<file path="src/design/misr_cfg.svh">
`ifndef MISR_CFG_SVH
`define MISR_CFG_SVH
`define MISR_ADDR_STATUS 8'h38
`define MISR_ADDR_MASK 8'h3C
`define MISR_ADDR_LPI_CS 8'h30
`define MISR_ADDR_TS_STAT 8'h40
`define MISR_ADDR_WAKE_CS 8'h44
`define MISR_ADDR_CFG 8'h48
`define MISR_BIT_LPI 10
`define MISR_BIT_TS 9
`define MISR_BIT_CSUM 7
`define MISR_BIT_TX 6
`define MISR_BIT_RX 5
`define MISR_BIT_SUM 4
`define MISR_BIT_WAKE 3
`define MISR_BIT_RGL 0
`define MISR_MASK_WMASK 32'h0000_0609
`define MISR_RESP_OKAY 2'h0
`define MISR_RESP_SLVERR 2'h2
`endif

</file>
<file path="src/design/misr_pkg.sv">
package misr_pkg;
  typedef enum logic [1:0] {
    MISR_IDLE = 2'h0,
    MISR_RESP = 2'h1
  } misr_bus_e;
  typedef logic [31:0] misr_word_t;
endpackage

</file>
<file path="src/design/misr_sticky.sv">
`include "misr_cfg.svh"
module misr_sticky
  import misr_pkg::*;
(
  // Clock and reset
  input wire logic aclk,
  input wire logic aresetn,
  // Event and clear
  input wire logic set_evt,
  input wire logic clr_req,
  // Flag
  output logic flag
);
  // Set wins over a clear in the same cycle
  always_ff @(posedge aclk) begin
    if (!aresetn) begin
      flag <= 1'b0;
    end else if (set_evt) begin
      flag <= 1'b1;
    end else if (clr_req) begin
      flag <= 1'b0;
    end
  end
endmodule

</file>
<file path="src/design/misr_top.sv">
// Operation
// RULE1: Any transmit or receive low-power idle entry or exit sets the idle event flag.
// RULE2: Idle event flag clears only on reading byte 0 of idle control/status.
// RULE3: Timestamp flag sets when system time reaches or passes the target time.
// RULE4: Timestamp flag also sets on seconds counter overflow.
// RULE5: Timestamp flag clears only on reading byte 0 of timestamp status.
// RULE6: Checksum counter flag follows OR of receive checksum statistics interrupt bits.
// RULE7: Transmit counter flag follows OR of transmit statistics interrupt bits.
// RULE8: Receive counter flag follows OR of receive statistics interrupt bits.
// RULE9: Counter summary flag is OR of the three counter flags.
// RULE10: Wake flag sets on magic packet or wake frame while powered down.
// RULE11: Wake flag clears once both wake-detect bits are cleared by a read.
// RULE12: Mask register lets software keep events off the interrupt line.
// RULE13: Idle mask bit one blocks interrupt from the idle event flag.
// RULE14: Timestamp mask bit one blocks interrupt from the timestamp flag.
// RULE15: Wake mask bit one blocks interrupt from the wake flag.
// RULE16: Reduced gigabit flag and mask are reserved when MII or RMII is selected.
// RULE17: Four separate idle entry/exit bits, each cleared by reading idle control/status.
// RULE18: Interrupt asserts while any unmasked flag is set; counter flags unmasked here.
`include "misr_cfg.svh"
module misr_top
  import misr_pkg::*;
(
  // Clock and reset
  input wire logic aclk,
  input wire logic aresetn,
  // AXI4-Lite write address
  input wire logic [7:0] s_axi_awaddr,
  input wire logic s_axi_awvalid,
  output logic s_axi_awready,
  // AXI4-Lite write data
  input wire logic [31:0] s_axi_wdata,
  input wire logic [3:0] s_axi_wstrb,
  input wire logic s_axi_wvalid,
  output logic s_axi_wready,
  // AXI4-Lite write response
  output logic [1:0] s_axi_bresp,
  output logic s_axi_bvalid,
  input wire logic s_axi_bready,
  // AXI4-Lite read address
  input wire logic [7:0] s_axi_araddr,
  input wire logic s_axi_arvalid,
  output logic s_axi_arready,
  // AXI4-Lite read data
  output logic [31:0] s_axi_rdata,
  output logic [1:0] s_axi_rresp,
  output logic s_axi_rvalid,
  input wire logic s_axi_rready,
  // Low-power idle event pulses: tx entry, tx exit, rx entry, rx exit
  input wire logic [3:0] lpi_evt,
  // Timestamp unit pulses
  input wire logic ts_target_hit,
  input wire logic ts_sec_ovf,
  // Statistics interrupt registers, any bit set
  input wire logic rx_csum_irq_any,
  input wire logic tx_stat_irq_any,
  input wire logic rx_stat_irq_any,
  // Power management unit
  input wire logic wake_magic,
  input wire logic wake_frame,
  input wire logic power_down,
  // Reduced gigabit link change pulse
  input wire logic rgl_evt,
  // Interrupt
  output logic mac_irq_out
);
  misr_bus_e wr_st_ff;
  misr_bus_e rd_st_ff;
  logic aw_got_ff;
  logic w_got_ff;
  logic [7:0] awaddr_ff;
  logic [31:0] wdata_ff;
  logic [3:0] wstrb_ff;
  logic [3:0] lpi_bits_ff;
  logic [1:0] wake_bits_ff;
  logic ts_stat_ff;
  logic csum_ff;
  logic tx_ff;
  logic rx_ff;
  logic sum_ff;
  logic lpi_event_mask_ff;
  logic timestamp_event_mask_ff;
  logic wake_event_mask_ff;
  logic reduced_gig_link_mask_ff;
  logic rgmii_sel_ff;
  logic lpi_event_flag;
  logic timestamp_event_flag;
  logic reduced_gig_link_flag;
  logic rd_take;
  logic wr_do;
  logic aw_hs;
  logic w_hs;
  logic rd_lpi_b0;
  logic rd_ts_b0;
  logic rd_wake;
  logic nxt_irq;
  misr_word_t rd_word;
  misr_word_t status_word;
  misr_word_t mask_word;

  // A channel moves only when its valid and ready are both high
  assign rd_take = (rd_st_ff == MISR_IDLE) && s_axi_arvalid && s_axi_arready;
  // Any read is a full word, so byte 0 is always included
  assign rd_lpi_b0 = rd_take && (s_axi_araddr == `MISR_ADDR_LPI_CS); // RULE2
  assign rd_ts_b0 = rd_take && (s_axi_araddr == `MISR_ADDR_TS_STAT); // RULE5
  assign rd_wake = rd_take && (s_axi_araddr == `MISR_ADDR_WAKE_CS);
  assign aw_hs = s_axi_awvalid && s_axi_awready;
  assign w_hs = s_axi_wvalid && s_axi_wready;
  assign wr_do = (wr_st_ff == MISR_IDLE) && (aw_got_ff || aw_hs) && (w_got_ff || w_hs);

  // Write channel: address and data accepted in either order
  always_ff @(posedge aclk) begin
    if (!aresetn) begin
      wr_st_ff <= MISR_IDLE;
      aw_got_ff <= 1'b0;
      w_got_ff <= 1'b0;
      awaddr_ff <= 8'h00;
      wdata_ff <= 32'h0000_0000;
      wstrb_ff <= 4'h0;
      s_axi_bvalid <= 1'b0;
      s_axi_bresp <= `MISR_RESP_OKAY;
    end else begin
      case (wr_st_ff)
        MISR_IDLE: begin
          if (aw_hs) begin
            aw_got_ff <= 1'b1;
            awaddr_ff <= s_axi_awaddr;
          end
          if (w_hs) begin
            w_got_ff <= 1'b1;
            wdata_ff <= s_axi_wdata;
            wstrb_ff <= s_axi_wstrb;
          end
          if (wr_do) begin
            wr_st_ff <= MISR_RESP;
            s_axi_bvalid <= 1'b1;
            aw_got_ff <= 1'b0;
            w_got_ff <= 1'b0;
            case (aw_got_ff ? awaddr_ff : s_axi_awaddr)
              `MISR_ADDR_MASK, `MISR_ADDR_CFG: s_axi_bresp <= `MISR_RESP_OKAY;
              default: s_axi_bresp <= `MISR_RESP_SLVERR;
            endcase
          end
        end
        MISR_RESP: begin
          if (s_axi_bready) begin
            s_axi_bvalid <= 1'b0;
            wr_st_ff <= MISR_IDLE;
          end
        end
        default: wr_st_ff <= MISR_IDLE;
      endcase
    end
  end

  always_ff @(posedge aclk) begin
    if (!aresetn) begin
      s_axi_awready <= 1'b0;
      s_axi_wready <= 1'b0;
    end else begin
      // Ready drops once a half is held, so nothing is taken twice
      s_axi_awready <= (wr_st_ff == MISR_IDLE) && !wr_do && !aw_got_ff && !aw_hs;
      s_axi_wready <= (wr_st_ff == MISR_IDLE) && !wr_do && !w_got_ff && !w_hs;
    end
  end

  // Mask and interface-select registers
  always_ff @(posedge aclk) begin
    if (!aresetn) begin
      lpi_event_mask_ff <= 1'b0;
      timestamp_event_mask_ff <= 1'b0;
      wake_event_mask_ff <= 1'b0;
      reduced_gig_link_mask_ff <= 1'b0;
      rgmii_sel_ff <= 1'b0;
    end else if (wr_do) begin
      if ((aw_got_ff ? awaddr_ff : s_axi_awaddr) == `MISR_ADDR_MASK) begin // RULE12
        if ((w_got_ff ? wstrb_ff[1] : s_axi_wstrb[1])) begin
          lpi_event_mask_ff <= w_got_ff ? wdata_ff[`MISR_BIT_LPI] : s_axi_wdata[`MISR_BIT_LPI];
          timestamp_event_mask_ff <= w_got_ff ? wdata_ff[`MISR_BIT_TS] : s_axi_wdata[`MISR_BIT_TS];
        end
        if ((w_got_ff ? wstrb_ff[0] : s_axi_wstrb[0])) begin
          wake_event_mask_ff <= w_got_ff ? wdata_ff[`MISR_BIT_WAKE] : s_axi_wdata[`MISR_BIT_WAKE];
          reduced_gig_link_mask_ff <= w_got_ff ? wdata_ff[`MISR_BIT_RGL] :
                                      s_axi_wdata[`MISR_BIT_RGL];
        end
      end
      if ((aw_got_ff ? awaddr_ff : s_axi_awaddr) == `MISR_ADDR_CFG &&
          (w_got_ff ? wstrb_ff[0] : s_axi_wstrb[0])) begin
        rgmii_sel_ff <= w_got_ff ? wdata_ff[0] : s_axi_wdata[0];
      end
    end
  end

  // Four idle entry/exit bits, each sticky with set over clear
  genvar gi;
  generate
    for (gi = 0; gi < 4; gi++) begin : g_lpi
      misr_sticky u_lpi (
        .aclk(aclk),
        .aresetn(aresetn),
        .set_evt(lpi_evt[gi]), // RULE17
        .clr_req(rd_lpi_b0),
        .flag(lpi_bits_ff[gi])
      );
    end
  endgenerate

  misr_sticky u_lpi_flag (
    .aclk(aclk),
    .aresetn(aresetn),
    .set_evt(|lpi_evt), // RULE1
    .clr_req(rd_lpi_b0),
    .flag(lpi_event_flag)
  );

  misr_sticky u_ts_flag (
    .aclk(aclk),
    .aresetn(aresetn),
    .set_evt(ts_target_hit || ts_sec_ovf), // RULE3 RULE4
    .clr_req(rd_ts_b0),
    .flag(timestamp_event_flag)
  );

  misr_sticky u_rgl_flag (
    .aclk(aclk),
    .aresetn(aresetn),
    .set_evt(rgl_evt && rgmii_sel_ff), // RULE16
    .clr_req(!rgmii_sel_ff),
    .flag(reduced_gig_link_flag)
  );

  // Timestamp status bit 0 mirrors the flag source for software
  always_ff @(posedge aclk) begin
    if (!aresetn) begin
      ts_stat_ff <= 1'b0;
    end else if (ts_target_hit || ts_sec_ovf) begin
      ts_stat_ff <= 1'b1;
    end else if (rd_ts_b0) begin
      ts_stat_ff <= 1'b0;
    end
  end

  // Wake-detect bits: magic at 5, wake frame at 6
  always_ff @(posedge aclk) begin
    if (!aresetn) begin
      wake_bits_ff <= 2'h0;
    end else begin
      wake_bits_ff[0] <= (wake_magic && power_down) || (wake_bits_ff[0] && !rd_wake); // RULE10
      wake_bits_ff[1] <= (wake_frame && power_down) || (wake_bits_ff[1] && !rd_wake);
    end
  end

  // Counter flags are level mirrors of their sources
  always_ff @(posedge aclk) begin
    if (!aresetn) begin
      csum_ff <= 1'b0;
      tx_ff <= 1'b0;
      rx_ff <= 1'b0;
      sum_ff <= 1'b0;
    end else begin
      csum_ff <= rx_csum_irq_any; // RULE6
      tx_ff <= tx_stat_irq_any; // RULE7
      rx_ff <= rx_stat_irq_any; // RULE8
      sum_ff <= rx_csum_irq_any || tx_stat_irq_any || rx_stat_irq_any; // RULE9
    end
  end

  always_comb begin
    status_word = 32'h0000_0000;
    status_word[`MISR_BIT_LPI] = lpi_event_flag;
    status_word[`MISR_BIT_TS] = timestamp_event_flag;
    status_word[`MISR_BIT_CSUM] = csum_ff;
    status_word[`MISR_BIT_TX] = tx_ff;
    status_word[`MISR_BIT_RX] = rx_ff;
    status_word[`MISR_BIT_SUM] = sum_ff;
    status_word[`MISR_BIT_WAKE] = |wake_bits_ff; // RULE11
    status_word[`MISR_BIT_RGL] = reduced_gig_link_flag && rgmii_sel_ff; // RULE16
    mask_word = 32'h0000_0000;
    mask_word[`MISR_BIT_LPI] = lpi_event_mask_ff;
    mask_word[`MISR_BIT_TS] = timestamp_event_mask_ff;
    mask_word[`MISR_BIT_WAKE] = wake_event_mask_ff;
    mask_word[`MISR_BIT_RGL] = reduced_gig_link_mask_ff && rgmii_sel_ff;
    case (s_axi_araddr)
      `MISR_ADDR_STATUS: rd_word = status_word;
      `MISR_ADDR_MASK: rd_word = mask_word;
      `MISR_ADDR_LPI_CS: rd_word = {28'h0000000, lpi_bits_ff};
      `MISR_ADDR_TS_STAT: rd_word = {31'h0, ts_stat_ff};
      `MISR_ADDR_WAKE_CS: rd_word = {25'h0, wake_bits_ff, 5'h00};
      `MISR_ADDR_CFG: rd_word = {31'h0, rgmii_sel_ff};
      default: rd_word = 32'h0000_0000;
    endcase
  end

  // Read channel; the slave answers one cycle after taking the address
  always_ff @(posedge aclk) begin
    if (!aresetn) begin
      rd_st_ff <= MISR_IDLE;
      s_axi_arready <= 1'b0;
      s_axi_rvalid <= 1'b0;
      s_axi_rdata <= 32'h0000_0000;
      s_axi_rresp <= `MISR_RESP_OKAY;
    end else begin
      s_axi_arready <= (rd_st_ff == MISR_IDLE) && !rd_take;
      case (rd_st_ff)
        MISR_IDLE: begin
          if (rd_take) begin
            rd_st_ff <= MISR_RESP;
            s_axi_rvalid <= 1'b1;
            s_axi_rdata <= rd_word;
            case (s_axi_araddr)
              `MISR_ADDR_STATUS, `MISR_ADDR_MASK, `MISR_ADDR_LPI_CS, `MISR_ADDR_TS_STAT,
              `MISR_ADDR_WAKE_CS, `MISR_ADDR_CFG: s_axi_rresp <= `MISR_RESP_OKAY;
              default: s_axi_rresp <= `MISR_RESP_SLVERR;
            endcase
          end
        end
        MISR_RESP: begin
          if (s_axi_rready) begin
            s_axi_rvalid <= 1'b0;
            rd_st_ff <= MISR_IDLE;
          end
        end
        default: rd_st_ff <= MISR_IDLE;
      endcase
    end
  end

  // Counter flags have their own masks at the statistics unit
  assign nxt_irq = (lpi_event_flag && !lpi_event_mask_ff) // RULE13
                || (timestamp_event_flag && !timestamp_event_mask_ff) // RULE14
                || ((|wake_bits_ff) && !wake_event_mask_ff) // RULE15
                || (reduced_gig_link_flag && rgmii_sel_ff && !reduced_gig_link_mask_ff)
                || sum_ff; // RULE18

  always_ff @(posedge aclk) begin
    if (!aresetn) begin
      mac_irq_out <= 1'b0;
    end else begin
      mac_irq_out <= nxt_irq;
    end
  end

  property p_lpi_set;
    @(posedge aclk) disable iff (!aresetn) (|lpi_evt) |=> lpi_event_flag;
  endproperty
  a_lpi_set: assert property (p_lpi_set) else $error("idle flag not set"); // RULE1

  property p_lpi_hold;
    @(posedge aclk) disable iff (!aresetn)
      (lpi_event_flag && !rd_lpi_b0) |=> lpi_event_flag;
  endproperty
  a_lpi_hold: assert property (p_lpi_hold) else $error("idle flag lost"); // RULE2

  property p_ts_set;
    @(posedge aclk) disable iff (!aresetn)
      (ts_target_hit || ts_sec_ovf) |=> timestamp_event_flag;
  endproperty
  a_ts_set: assert property (p_ts_set) else $error("ts flag not set"); // RULE3

  property p_ts_clr;
    @(posedge aclk) disable iff (!aresetn)
      (rd_ts_b0 && !ts_target_hit && !ts_sec_ovf) |=> !timestamp_event_flag;
  endproperty
  a_ts_clr: assert property (p_ts_clr) else $error("ts flag not cleared"); // RULE5

  property p_csum;
    @(posedge aclk) disable iff (!aresetn) 1'b1 |=> (csum_ff == $past(rx_csum_irq_any));
  endproperty
  a_csum: assert property (p_csum) else $error("csum flag wrong"); // RULE6

  property p_sum;
    @(posedge aclk) disable iff (!aresetn) sum_ff == (csum_ff || tx_ff || rx_ff);
  endproperty
  a_sum: assert property (p_sum) else $error("summary flag wrong"); // RULE9

  property p_wake;
    @(posedge aclk) disable iff (!aresetn)
      (wake_magic && power_down) |=> status_word[`MISR_BIT_WAKE];
  endproperty
  a_wake: assert property (p_wake) else $error("wake flag not set"); // RULE10

  property p_lpi_mask;
    @(posedge aclk) disable iff (!aresetn)
      (lpi_event_mask_ff && !timestamp_event_flag && (wake_bits_ff == 2'h0) && !sum_ff
       && !reduced_gig_link_flag) |=> !mac_irq_out;
  endproperty
  a_lpi_mask: assert property (p_lpi_mask) else $error("masked irq seen"); // RULE13

  property p_irq;
    @(posedge aclk) disable iff (!aresetn)
      (timestamp_event_flag && !timestamp_event_mask_ff) |=> mac_irq_out;
  endproperty
  a_irq: assert property (p_irq) else $error("irq missing"); // RULE18
endmodule

</file>
<file path="config.mk">
export PLATFORM = sky130hd
export DESIGN_NAME = misr_top
export DESIGN_NICKNAME = d
export VERILOG_FILES = /design/src/design/misr_pkg.sv /design/src/design/misr_sticky.sv /design/src/design/misr_top.sv
export VERILOG_INCLUDE_DIRS = /design/src /design/src/design
export SDC_FILE = /design/constraint.sdc
export NUM_CORES = 1
export LEC_CHECK = 0
export BUFFER_PORTS_ARGS = -buffer_cell sky130_fd_sc_hd__clkbuf_2
export CAP_MARGIN = 10
export CORE_AREA = 2 2 101 103
export DETAILED_ROUTE_END_ITERATION = 10
export DIE_AREA = 0 0 103 105
export SETUP_SLACK_MARGIN = 0.02
export SLEW_MARGIN = 20
export SYNTH_ARGS = -nofsm -noshare
export SYNTH_HDL_FRONTEND = slang
export SYNTH_SLANG_ARGS = --single-unit
</file>
<file path="constraint.sdc">
create_clock -name aclk -period 1.8 [get_ports aclk]
set_input_delay 0.27 -clock aclk [delete_from_list [all_inputs] [get_ports aclk]]
set_output_delay 0.27 -clock aclk [all_outputs]
set_load 0.005 [all_outputs]
</file>
==> reports/metrics.csv, run 1 <==
metric;value;unit
outcome;completed;
Synth cell types;49;
worst path buffer plus inverter count;0;
core area;9640;µm²
fin. max-slew vios;0;
full die area;10800;µm²
Seq cells post-synth;52;
CTS tree;yes;
gr usage total;10.4;%
total grt overflow;0;
number of global-route vias before repair;1954;
max cap viols;0;
required time of the worst setup path;2.02;ns
initial antenna violation count;0;
Tmin final;1.64;ns
Slew HR;61.3;%
Hold Vio Cnt, Final;0;
CTS max path bufs;2;
sw power;0.590;mW
Combinational Power Share;14.0;%
dpl ws;0.00765;ns
Fmax achieved;0.611;GHz
Crit Path Max Fanout;6;
Ys Warns;0;
worst slew pin tran;0.577;ns
number of diodes;0;
Critical Path, Cell by Cell;nor4b_1, a22oi_1, or3_1, o31ai_1;
number of hold buffers added after cts;0;
Leak;1.29;nW
skew final;0.00543;ns
CP Capture Type;register;
register area share after synthesis;43.4;%
Power Density;777;nW/µm²
Ports;114;
Die Ht;105;µm
initial drt markers;54;
CP max stage cell;or3_1;
final wirelength;5.63;mm
endpoints failing setup;0;
DRC errors left;0;
Setup CP Type;reg -> reg;
Worst-Skew Late Latency;0.30;ns
Post-synth EDFFs;0;
synthesized cell area;2400;µm²
Port Buf Inserts;59;
vias per cell;4.39;
Synth area leader;dfxtp_1;
Synth area leaders;dfxtp_1 (43%), mux2i_1 (8.3%), buf_4 (7.5%), nor2_1 (5.5%), nand2_1 (3.4%);
CP Data Arrival Time;1.86;ns
Detail Route Antenna Nets;0;
proportion of layout cells with a drive suffix above 1;26.7;%
Initial Utilization;24.9;%
top-count cell post-synth;dfxtp_1;
clock transition at the registers of the reported paths;0.09;ns
fillcell total;1045;
post-synthesis async set-or-reset flop share;0;%
First-pass DRT Iterations;5;
Worst setup SP type;register;
die width;103;µm
DP Wirelength;4.30;mm
CTS sink cnt;52;
Clk pwr share;30.4;%
Syn Inst Count;268;
P&R area growth vs syn;21.1;%
detailed-route via count;2048;
setup_tns;0;ns
row count;36;
CTS buffer count;5;
internal power;1.67;mW
maximum vdd ir drop;0.360;mV
routed len/inst;12.1;µm
Post-synth top cells;dfxtp_1 (52), nor2_1 (35), buf_4 (24), nand2_1 (22), mux2i_1 (20);
Worst Hold Class;in -> reg;
pin count of the biggest net entering global routing;38;
GPL Wtd Cong;0.757;
RSZ-0062 raised after global routing;no;
Reg power frac;55.6;%
H-tree depth;2;
final net count;404;
Crit path max-delay family;simple AND/OR/NAND/NOR gates;
max incr delay on CP;0.45;ns
switching share of power;26.1;%
Tcrit/Tclk final;91.0;%
first-pass GRT wire length;9.00;mm
Synth top area share;43.4;%
Synth Flop Type;dfxtp_1;
Mean Syn Cell Area;8.95;µm²
final worst slack;0.163;ns
CTS root buf;clkbuf_8;
==> per-stage QoR <==
stage / area [µm²] / util [%] / std cells / power [mW] / hold slack [ns]
2_1_floorplan: 2490 / - / 291 / 1.50 / 0.370
3_3_place_gp: 2810 / 29.2 / 458 / 1.59 / 0.442
3_5_place_dp: 2810 / 29.2 / 458 / 1.60 / 0.451
4_1_cts: 2910 / 30.1 / 466 / 2.29 / 0.160
5_1_grt: 2910 / 30.2 / 466 / 2.38 / 0.188
6_report: 2910 / 30.2 / 466 / 2.26 / 0.167
==> kinds of logic (layout without fill, tap and decap cells) <==
logic type	after synthesis	count (layout)	share of synthesized area, %
buffers and inverters	40	82	10.1
flip-flops	52	52	43.4
AND/OR/NAND/NOR	104	104	22.6
AO/OA/AOI/OAI	45	45	12.6
other	1	24	0.156
multiplexers	26	26	11.2
==> power groups by stage <==
| stage | Clock [mW] | Combinational (mW) | Sequential, mW |
|---|---|---|---|
| after global routing | 0.750 | 0.361 | 1.27 |
| final | 0.688 | 0.316 | 1.26 |
| after CTS | 0.717 | 0.318 | 1.26 |
| after global placement | 0 | 0.311 | 1.28 |
| after detailed placement | 0 | 0.316 | 1.28 |
| after floorplan | 0 | 0.229 | 1.27 |
==> cell usage in the layout (no fill, tap or decap), types with 3 or more instances in the layout <==
| cell | n |
|---|---|
| or3_1 | 3 |
| dfxtp_1 | 51 |
| mux2_2 | 6 |
| nor4b_1 | 3 |
| inv_1 | 3 |
| mux2i_1 | 20 |
| nand4b_1 | 4 |
| nand3b_1 | 3 |
| clkbuf_8 | 6 |
| o21ai_0 | 5 |
| a211o_1 | 4 |
| nor2_1 | 35 |
| conb_1 | 24 |
| nor3_1 | 6 |
| a21oi_1 | 16 |
| buf_4 | 9 |
| and2_1 | 3 |
| o22ai_1 | 3 |
| nor4_1 | 3 |
| nand2_1 | 22 |
| nand3_1 | 6 |
| clkbuf_2 | 59 |
| a22oi_1 | 5 |
==> flip-flops by register name (all words and copies together) (netlist names), 2 cells and up <==
register	flops
s_axi_rdata	10
awaddr_ff	8
g_lpi.u_lpi.flag	4
wdata_ff	4
wake_bits_ff	2
wstrb_ff	2
==> worst paths after layout <==
check | slack, ns | to | cells past startpoint | from
max | 0.16 | wake_event_mask_ff$_SDFFE_PN0P_ | 4 | aw_got_ff$_SDFFE_PN0P_
min | 0.17 | u_rgl_flag.flag$_SDFFE_PN0P_ | 3 | rgl_evt
max reg2reg | 0.16 | wake_event_mask_ff$_SDFFE_PN0P_ | 4 | aw_got_ff$_SDFFE_PN0P_
min reg2reg | 0.46 | s_axi_rdata[7]$_SDFFE_PN0P_ | 2 | s_axi_rdata[7]$_SDFFE_PN0P_
==> timing repair <==
action / in CTS / in global routing
setup buffers: 0 / 0
setup endpoints to repair: 0 / 3
resized for setup: 0 / 1
hold endpoints to repair: 0 / 0
==> worst register-to-register path: stages (launching register included) <==
cell and delay, ns:
dfxtp_2 0.42, nor4b_1 0.27, a22oi_1 0.20, or3_1 0.45, o31ai_1 0.22
==> routing by layer <==
layer	up-vias	wire (µm)	part of all wire (%)	GRT usage (%)
met3	4	422	7.5	3.34
met2	73	2620	46	17.0
met4	0	22	0.39	1.97
met5	-	0	0	0
li1	1037	-	-	-
met1	934	2570	46	13.4
==> cell type report <==
type	instances	area [µm²]	area share, %
sequential	52	1040	35.9
clock inverter	2	10.0	0.344
clock buffer	6	82.6	2.84
multi-input combinational	199	1200	41.4
inverter	5	18.8	0.646
tap	133	166	5.73
timing repair buffer	69	383	13.2
Note: power is estimated with default switching activity, not from simulation.
==> run 2, diff against run 1 <==
--- a/config.mk
+++ b/config.mk
@@ -8,11 +8,12 @@
 export LEC_CHECK = 0
 export BUFFER_PORTS_ARGS = -buffer_cell sky130_fd_sc_hd__clkbuf_2
 export CAP_MARGIN = 10
-export CORE_AREA = 2 2 101 103
+export CORE_AREA = 2 2 105 107
 export DETAILED_ROUTE_END_ITERATION = 10
-export DIE_AREA = 0 0 103 105
+export DIE_AREA = 0 0 107 109
 export SETUP_SLACK_MARGIN = 0.02
 export SLEW_MARGIN = 20
 export SYNTH_ARGS = -nofsm -noshare
 export SYNTH_HDL_FRONTEND = slang
+export SYNTH_HIERARCHICAL = 1
 export SYNTH_SLANG_ARGS = --single-unit
==> reports/metrics.csv, run 2 <==
metric;value;unit;change
Post-synth top cells;dfxtp_1 (53), nand2_1 (27), buf_4 (24), nor2_1 (24), mux2i_1 (19);;
Synth Flop Type;dfxtp_1;;
die width;107;µm;+3.9%
number of hold buffers added after cts;0;;unchanged
Worst-Skew Late Latency;0.32;ns;+0.02 ns
placement-stage cell area;2980;µm²;+6.1%
maximum vdd ir drop;0.401;mV;+11%
total grt overflow;0;;unchanged
CP Data Arrival Time;1.89;ns;+0.03 ns
Detail Route Antenna Nets;0;;unchanged
proportion of layout cells with a drive suffix above 1;27.1;%;+0.42 points
fin. max-slew vios;0;;unchanged
Hold Vio Cnt, Final;0;;unchanged
Fmax achieved;0.600;GHz;-1.8%
Reg power frac;52.6;%;-3.0 points
Syn Inst Count;284;;+6.0%
biggest regs;s_axi_rdata: 10 flops, awaddr_ff: 8 flops;;
number of global-route vias before repair;2046;;+4.7%
CP Capture Type;register;;
Worst Setup SP;aw_got_ff$_SDFFE_PN0P_;;
RSZ-0062 raised after global routing;no;;
initial antenna violation count;0;;unchanged
CTS max path bufs;2;;unchanged
P&R area growth vs syn;20.6;%;
synthesized cell area;2570;µm²;+6.9%
first-pass GRT wire length;9.73;mm;+8.1%
final core utilization;29.2;%;-0.96 points
commonest non-fill, non-tap cell in the layout;clkbuf_2;;
Tcrit/Tclk final;92.7;%;+1.7 points
endpoints failing setup;0;;unchanged
Tmin final;1.67;ns;+0.0307 ns
Setup CP Type;reg -> reg;;
Synth top area share;41.3;%;-2.0 points
Ys Warns;6;;+6
routed len/inst;12.0;µm;-0.90%
detailed-route via count;2150;;+5.0%
required time of the worst setup path;2.02;ns;about the same
First-pass DRT Iterations;4;;-1
Crit Path Max Fanout;8;;+2
switching share of power;25.5;%;-0.63 points
Seq cells post-synth;53;;+1.9%
skew final;0.00958;ns;+0.00415 ns
worst slew pin tran;0.566;ns;-0.0105 ns
initial drt markers;71;;+31%
vias per cell;4.39;;-0.16%
Power Total;2.43;mW;+7.4%
Setup crit end;s_axi_bresp[1]$_SDFFE_PN0P_;;
CTS tree;yes;;
outcome;completed;;
Register Area;1060;µm²;+1.8%
post-synthesis async set-or-reset flop share;0;%;unchanged
Reg2Reg Setup Slack;0.13;ns;-0.03 ns
most frequent cells in the layout;clkbuf_2 (59), dfxtp_1 (53), nand2_1 (27);;
R2R depth;4;;unchanged
H-tree depth;2;;unchanged
clock transition at the registers of the reported paths;0.10;ns;about the same
Worst setup SP type;register;;
Port Buf Inserts;59;;unchanged
CTS buffer count;5;;unchanged
Critical Path, Cell by Cell;or4bb_1, o22ai_1, o21ai_0, a31o_2;;
reg-to-reg endpoint;s_axi_bresp[1]$_SDFFE_PN0P_;;
Leak;1.39;nW;+7.8%
sw power;0.619;mW;+4.8%
Initial Utilization;24.2;%;-0.69 points
Worst Hold Class;in -> reg;;
design area;3100;µm²;+6.5%
Combinational Power Share;13.3;%;-0.7 points
fillcell total;1150;;+10%
gr usage total;10.5;%;+0.090 points
final wirelength;5.87;mm;+4.2%
GPL Wtd Cong;0.772;;+2.0%
CTS sink cnt;53;;+1.9%
max cap viols;0;;unchanged
number of diodes;0;;unchanged
core area;10600;µm²;+10%
top-count cell post-synth;dfxtp_1;;
Crit path depth;4;;unchanged
Mean Syn Cell Area;9.04;µm²;+0.91%
Clk pwr share;34.1;%;+3.7 points
multi-input logic area;1340;µm²;+12%
max reg flops;10;;unchanged
worst min-delay path startpoint;lpi_evt[3];;
DRC errors left;0;;unchanged
final net count;421;;+4.2%
Synth area leaders;dfxtp_1 (41%), mux2i_1 (7.4%), buf_4 (7.0%), nand2_1 (3.9%), nor2b_4 (3.8%);;
CTS root buf;clkbuf_8;;
worst path buffer plus inverter count;0;;unchanged
post-cts resize count;0;;unchanged
post-CTS setup buffer count;0;;unchanged
pin count of the biggest net entering global routing;31;;-18%
DP Wirelength;4.62;mm;+7.6%
full die area;11700;µm²;+7.8%
row count;38;;+5.6%
Synth area leader;dfxtp_1;;
Slew HR;62.1;%;+0.88 points
Post-synth EDFFs;0;;unchanged
RR Startpoint;aw_got_ff$_SDFFE_PN0P_;;
register area share after synthesis;41.3;%;-2.0 points
CP max stage cell;or4bb_1;;
Ports;114;;unchanged
Power Density;784;nW/µm²;+0.83%
Die Ht;109;µm;+3.8%
setup_tns;0;ns;unchanged
max incr delay on CP;0.50;ns;+0.05 ns
largest register by flop count;s_axi_rdata;;
internal power;1.81;mW;+8.3%
Synth cell types;51;;+4.1%
Crit path max-delay family;compound AO/OA/AOI/OAI gates;;
-- run 2: cell types whose count changed in the layout (fill, tap and decap cells not counted), moves of 5 or more --
cell | previous run | this run
nor2b_4 | 0 | 7
nand2_1 | 22 | 27
o21a_1 | 0 | 8
nor2_1 | 35 | 24
-- run 2: how the worst min path moves through the flow --
stage / end / cells after the start
after global routing: g_lpi[2].u_lpi/flag$_SDFFE_PN0P_ / 2
after CTS: g_lpi[3].u_lpi/flag$_SDFFE_PN0P_ / 2
after detailed placement: s_axi_rdata[0]$_SDFFE_PN0P_ / 2
after global placement: s_axi_rdata[10]$_SDFFE_PN0P_ / 2
after floorplan: g_lpi[0].u_lpi/flag$_SDFFE_PN0P_ / 1
final: g_lpi[3].u_lpi/flag$_SDFFE_PN0P_ / 2
-- run 2: power by group through the flow --
stage / Combinational [mW] / Sequential [mW] / Clock, mW
5_1_grt: 0.367 / 1.29 / 0.914
3_5_place_dp: 0.326 / 1.30 / 0
3_3_place_gp: 0.320 / 1.30 / 0
6_report: 0.323 / 1.28 / 0.828
4_1_cts: 0.327 / 1.28 / 0.860
2_1_floorplan: 0.245 / 1.29 / 0
-- run 2: logic make-up after synthesis --
group | synth area share, %
AO/OA/AOI/OAI | 12.7
multiplexers | 9.17
buffers and inverters | 10.1
other | 0.146
flip-flops | 41.3
AND/OR/NAND/NOR | 26.5
-- run 2: routing by layer --
layer,part of all wire [%],vias up,global-route usage (%)
met5,0,-,0
met4,1.3,0,3.53
met3,5.1,7,2.21
met2,47,62,16.7
met1,47,1000,14.1
li1,-,1081,-
-- run 2: layout make-up --
cell class,instances,share of cell area [%]
sequential,53,34.3
timing repair buffer,70,12.2
clock inverter,2,1.25
multi-input combinational,212,43.4
inverter,7,0.849
tap,140,5.66
clock buffer,6,2.34
-- run 2: per-stage QoR --
stage / setup WS (ns) / hold slack, ns / cells
6_report: 0.132 / 0.168 / 490
5_1_grt: 0.0211 / 0.168 / 490
4_1_cts: 0.132 / 0.157 / 490
3_5_place_dp: 0.0238 / 0.446 / 482
3_3_place_gp: 0.0417 / 0.444 / 482
2_1_floorplan: 0.151 / 0.387 / 307
==> run 3, diff against run 2 <==
--- a/config.mk
+++ b/config.mk
@@ -11,6 +11,7 @@
 export CORE_AREA = 2 2 105 107
 export DETAILED_ROUTE_END_ITERATION = 10
 export DIE_AREA = 0 0 107 109
+export MAX_ROUTING_LAYER = met4
 export SETUP_SLACK_MARGIN = 0.02
 export SLEW_MARGIN = 20
 export SYNTH_ARGS = -nofsm -noshare
==> reports/metrics.csv, run 3 (synthesized netlist as in run 2, its figures left out) <==
metric;value;unit;change
Combinational Power Share;13.3;%;about the same
internal power;1.81;mW;about the same
H-tree depth;2;;unchanged
Worst setup SP type;register;;
number of global-route vias before repair;2042;;-0.20%
Power Density;786;nW/µm²;+0.22%
required time of the worst setup path;2.02;ns;about the same
full die area;11700;µm²;unchanged
biggest regs;s_axi_rdata: 10 flops, awaddr_ff: 8 flops;;
Ports;114;;unchanged
Fmax achieved;0.600;GHz;about the same
total grt overflow;0;;unchanged
CTS sink cnt;53;;unchanged
proportion of layout cells with a drive suffix above 1;27.1;%;unchanged
Tmin final;1.67;ns;+0.00000500 ns
outcome;completed;;
switching share of power;25.7;%;+0.16 points
RSZ-0062 raised after global routing;no;;
Slew HR;62.1;%;about the same
vias per cell;4.37;;-0.37%
Worst Hold Class;in -> reg;;
first-pass GRT wire length;9.72;mm;about the same
Reg power frac;52.5;%;about the same
worst slew pin tran;0.566;ns;-0.000000358 ns
Hold Vio Cnt, Final;0;;unchanged
Leak;1.39;nW;unchanged
Die Ht;109;µm;unchanged
CTS tree;yes;;
Detail Route Antenna Nets;0;;unchanged
worst hold slack;0.165;ns;-0.00366 ns
endpoints failing setup;0;;unchanged
CP Data Arrival Time;1.89;ns;about the same
post-CTS setup buffer count;0;;unchanged
CP Capture Type;register;;
final core utilization;29.2;%;unchanged
skew final;0.0107;ns;+0.00111 ns
Port Buf Inserts;59;;unchanged
Worst-Skew Late Latency;0.32;ns;about the same
DRC errors left;0;;unchanged
gr usage total;10.8;%;+0.31 points
core area;10600;µm²;unchanged
maximum vdd ir drop;0.402;mV;+0.31%
commonest non-fill, non-tap cell in the layout;clkbuf_2;;
Clk pwr share;34.2;%;about the same
Crit Path Max Fanout;8;;unchanged
max cap viols;0;;unchanged
final net count;421;;unchanged
max reg flops;10;;unchanged
Setup CP Type;reg -> reg;;
DP Wirelength;4.62;mm;unchanged
CTS buffer count;5;;unchanged
routed len/inst;12.0;µm;+0.20%
most frequent cells in the layout;clkbuf_2 (59), dfxtp_1 (53), nand2_1 (27);;
First-pass DRT Iterations;4;;unchanged
CTS max path bufs;2;;unchanged
initial drt markers;75;;+5.6%
number of diodes;0;;unchanged
GPL Wtd Cong;0.783;;+1.4%
P&R area growth vs syn;20.6;%;unchanged
pin count of the biggest net entering global routing;31;;unchanged
row count;38;;unchanged
initial antenna violation count;0;;unchanged
clock transition at the registers of the reported paths;0.10;ns;about the same
largest register by flop count;s_axi_rdata;;
Tcrit/Tclk final;92.7;%;about the same
post-cts resize count;0;;unchanged
CTS root buf;clkbuf_8;;
sw power;0.624;mW;+0.87%
Initial Utilization;24.2;%;unchanged
final wirelength;5.88;mm;+0.20%
setup_tns;0;ns;unchanged
number of hold buffers added after cts;0;;unchanged
fin. max-slew vios;0;;unchanged
detailed-route via count;2142;;-0.37%
die width;107;µm;unchanged
==> run 3: cell counts in the layout (fill, tap and decap cells not counted) <==
Identical to the previous run, type by type.
==> run 3: power by group through the flow <==
stage / Sequential, mW / Clock [mW] / Combinational, mW
finish: 1.28 / 0.832 / 0.324
global route: 1.29 / 0.914 / 0.367
CTS: 1.28 / 0.860 / 0.327
detailed placement: 1.30 / 0 / 0.326
global placement: 1.30 / 0 / 0.320
floorplan: 1.29 / 0 / 0.245
==> run 3: cell type report <==
class	count	area (µm²)
Clock buffer	6	72.6
Clock inverter	2	38.8
Fill cell	1150	7510
Inverter	7	26.3
Multi-Input combinational cell	212	1340
Sequential cell	53	1060
Tap cell	140	175
Timing Repair Buffer	70	378
==> run 3: metal layers <==
metal,global-route usage (%),vias up,wire [µm]
met5,-,-,0
met4,3.53,0,77
met3,2.03,7,246
met2,16.7,58,2750
met1,14.2,995,2810
li1,-,1082,-
==> run 3: path summary, 6_finish.rpt <==
path	from	endpoint	slack (ns)	depth (start not counted)
max	aw_got_ff$_SDFFE_PN0P_	s_axi_bresp[1]$_SDFFE_PN0P_	0.13	4
min	lpi_evt[3]	g_lpi[3].u_lpi/flag$_SDFFE_PN0P_	0.16	2
max reg2reg	aw_got_ff$_SDFFE_PN0P_	s_axi_bresp[1]$_SDFFE_PN0P_	0.13	4
min reg2reg	s_axi_rdata[0]$_SDFFE_PN0P_	s_axi_rdata[0]$_SDFFE_PN0P_	0.46	2
==> run 3: critical path, stage by stage (launching register included) <==
cell and delay, ns:
dfxtp_1 0.47, or4bb_1 0.50, o22ai_1 0.22, o21ai_0 0.13
a31o_2 0.25
==> run 3: per-stage QoR <==
step / instance area, µm² / std cells / setup WS, ns / power [mW]
3_3_place_gp: 2980 / 482 / 0.0417 / 1.62
3_5_place_dp: 2980 / 482 / 0.0238 / 1.63
5_1_grt: 3100 / 490 / 0.0211 / 2.57
2_1_floorplan: 2660 / 307 / 0.151 / 1.53
4_1_cts: 3100 / 490 / 0.132 / 2.46
6_report: 3100 / 490 / 0.132 / 2.43
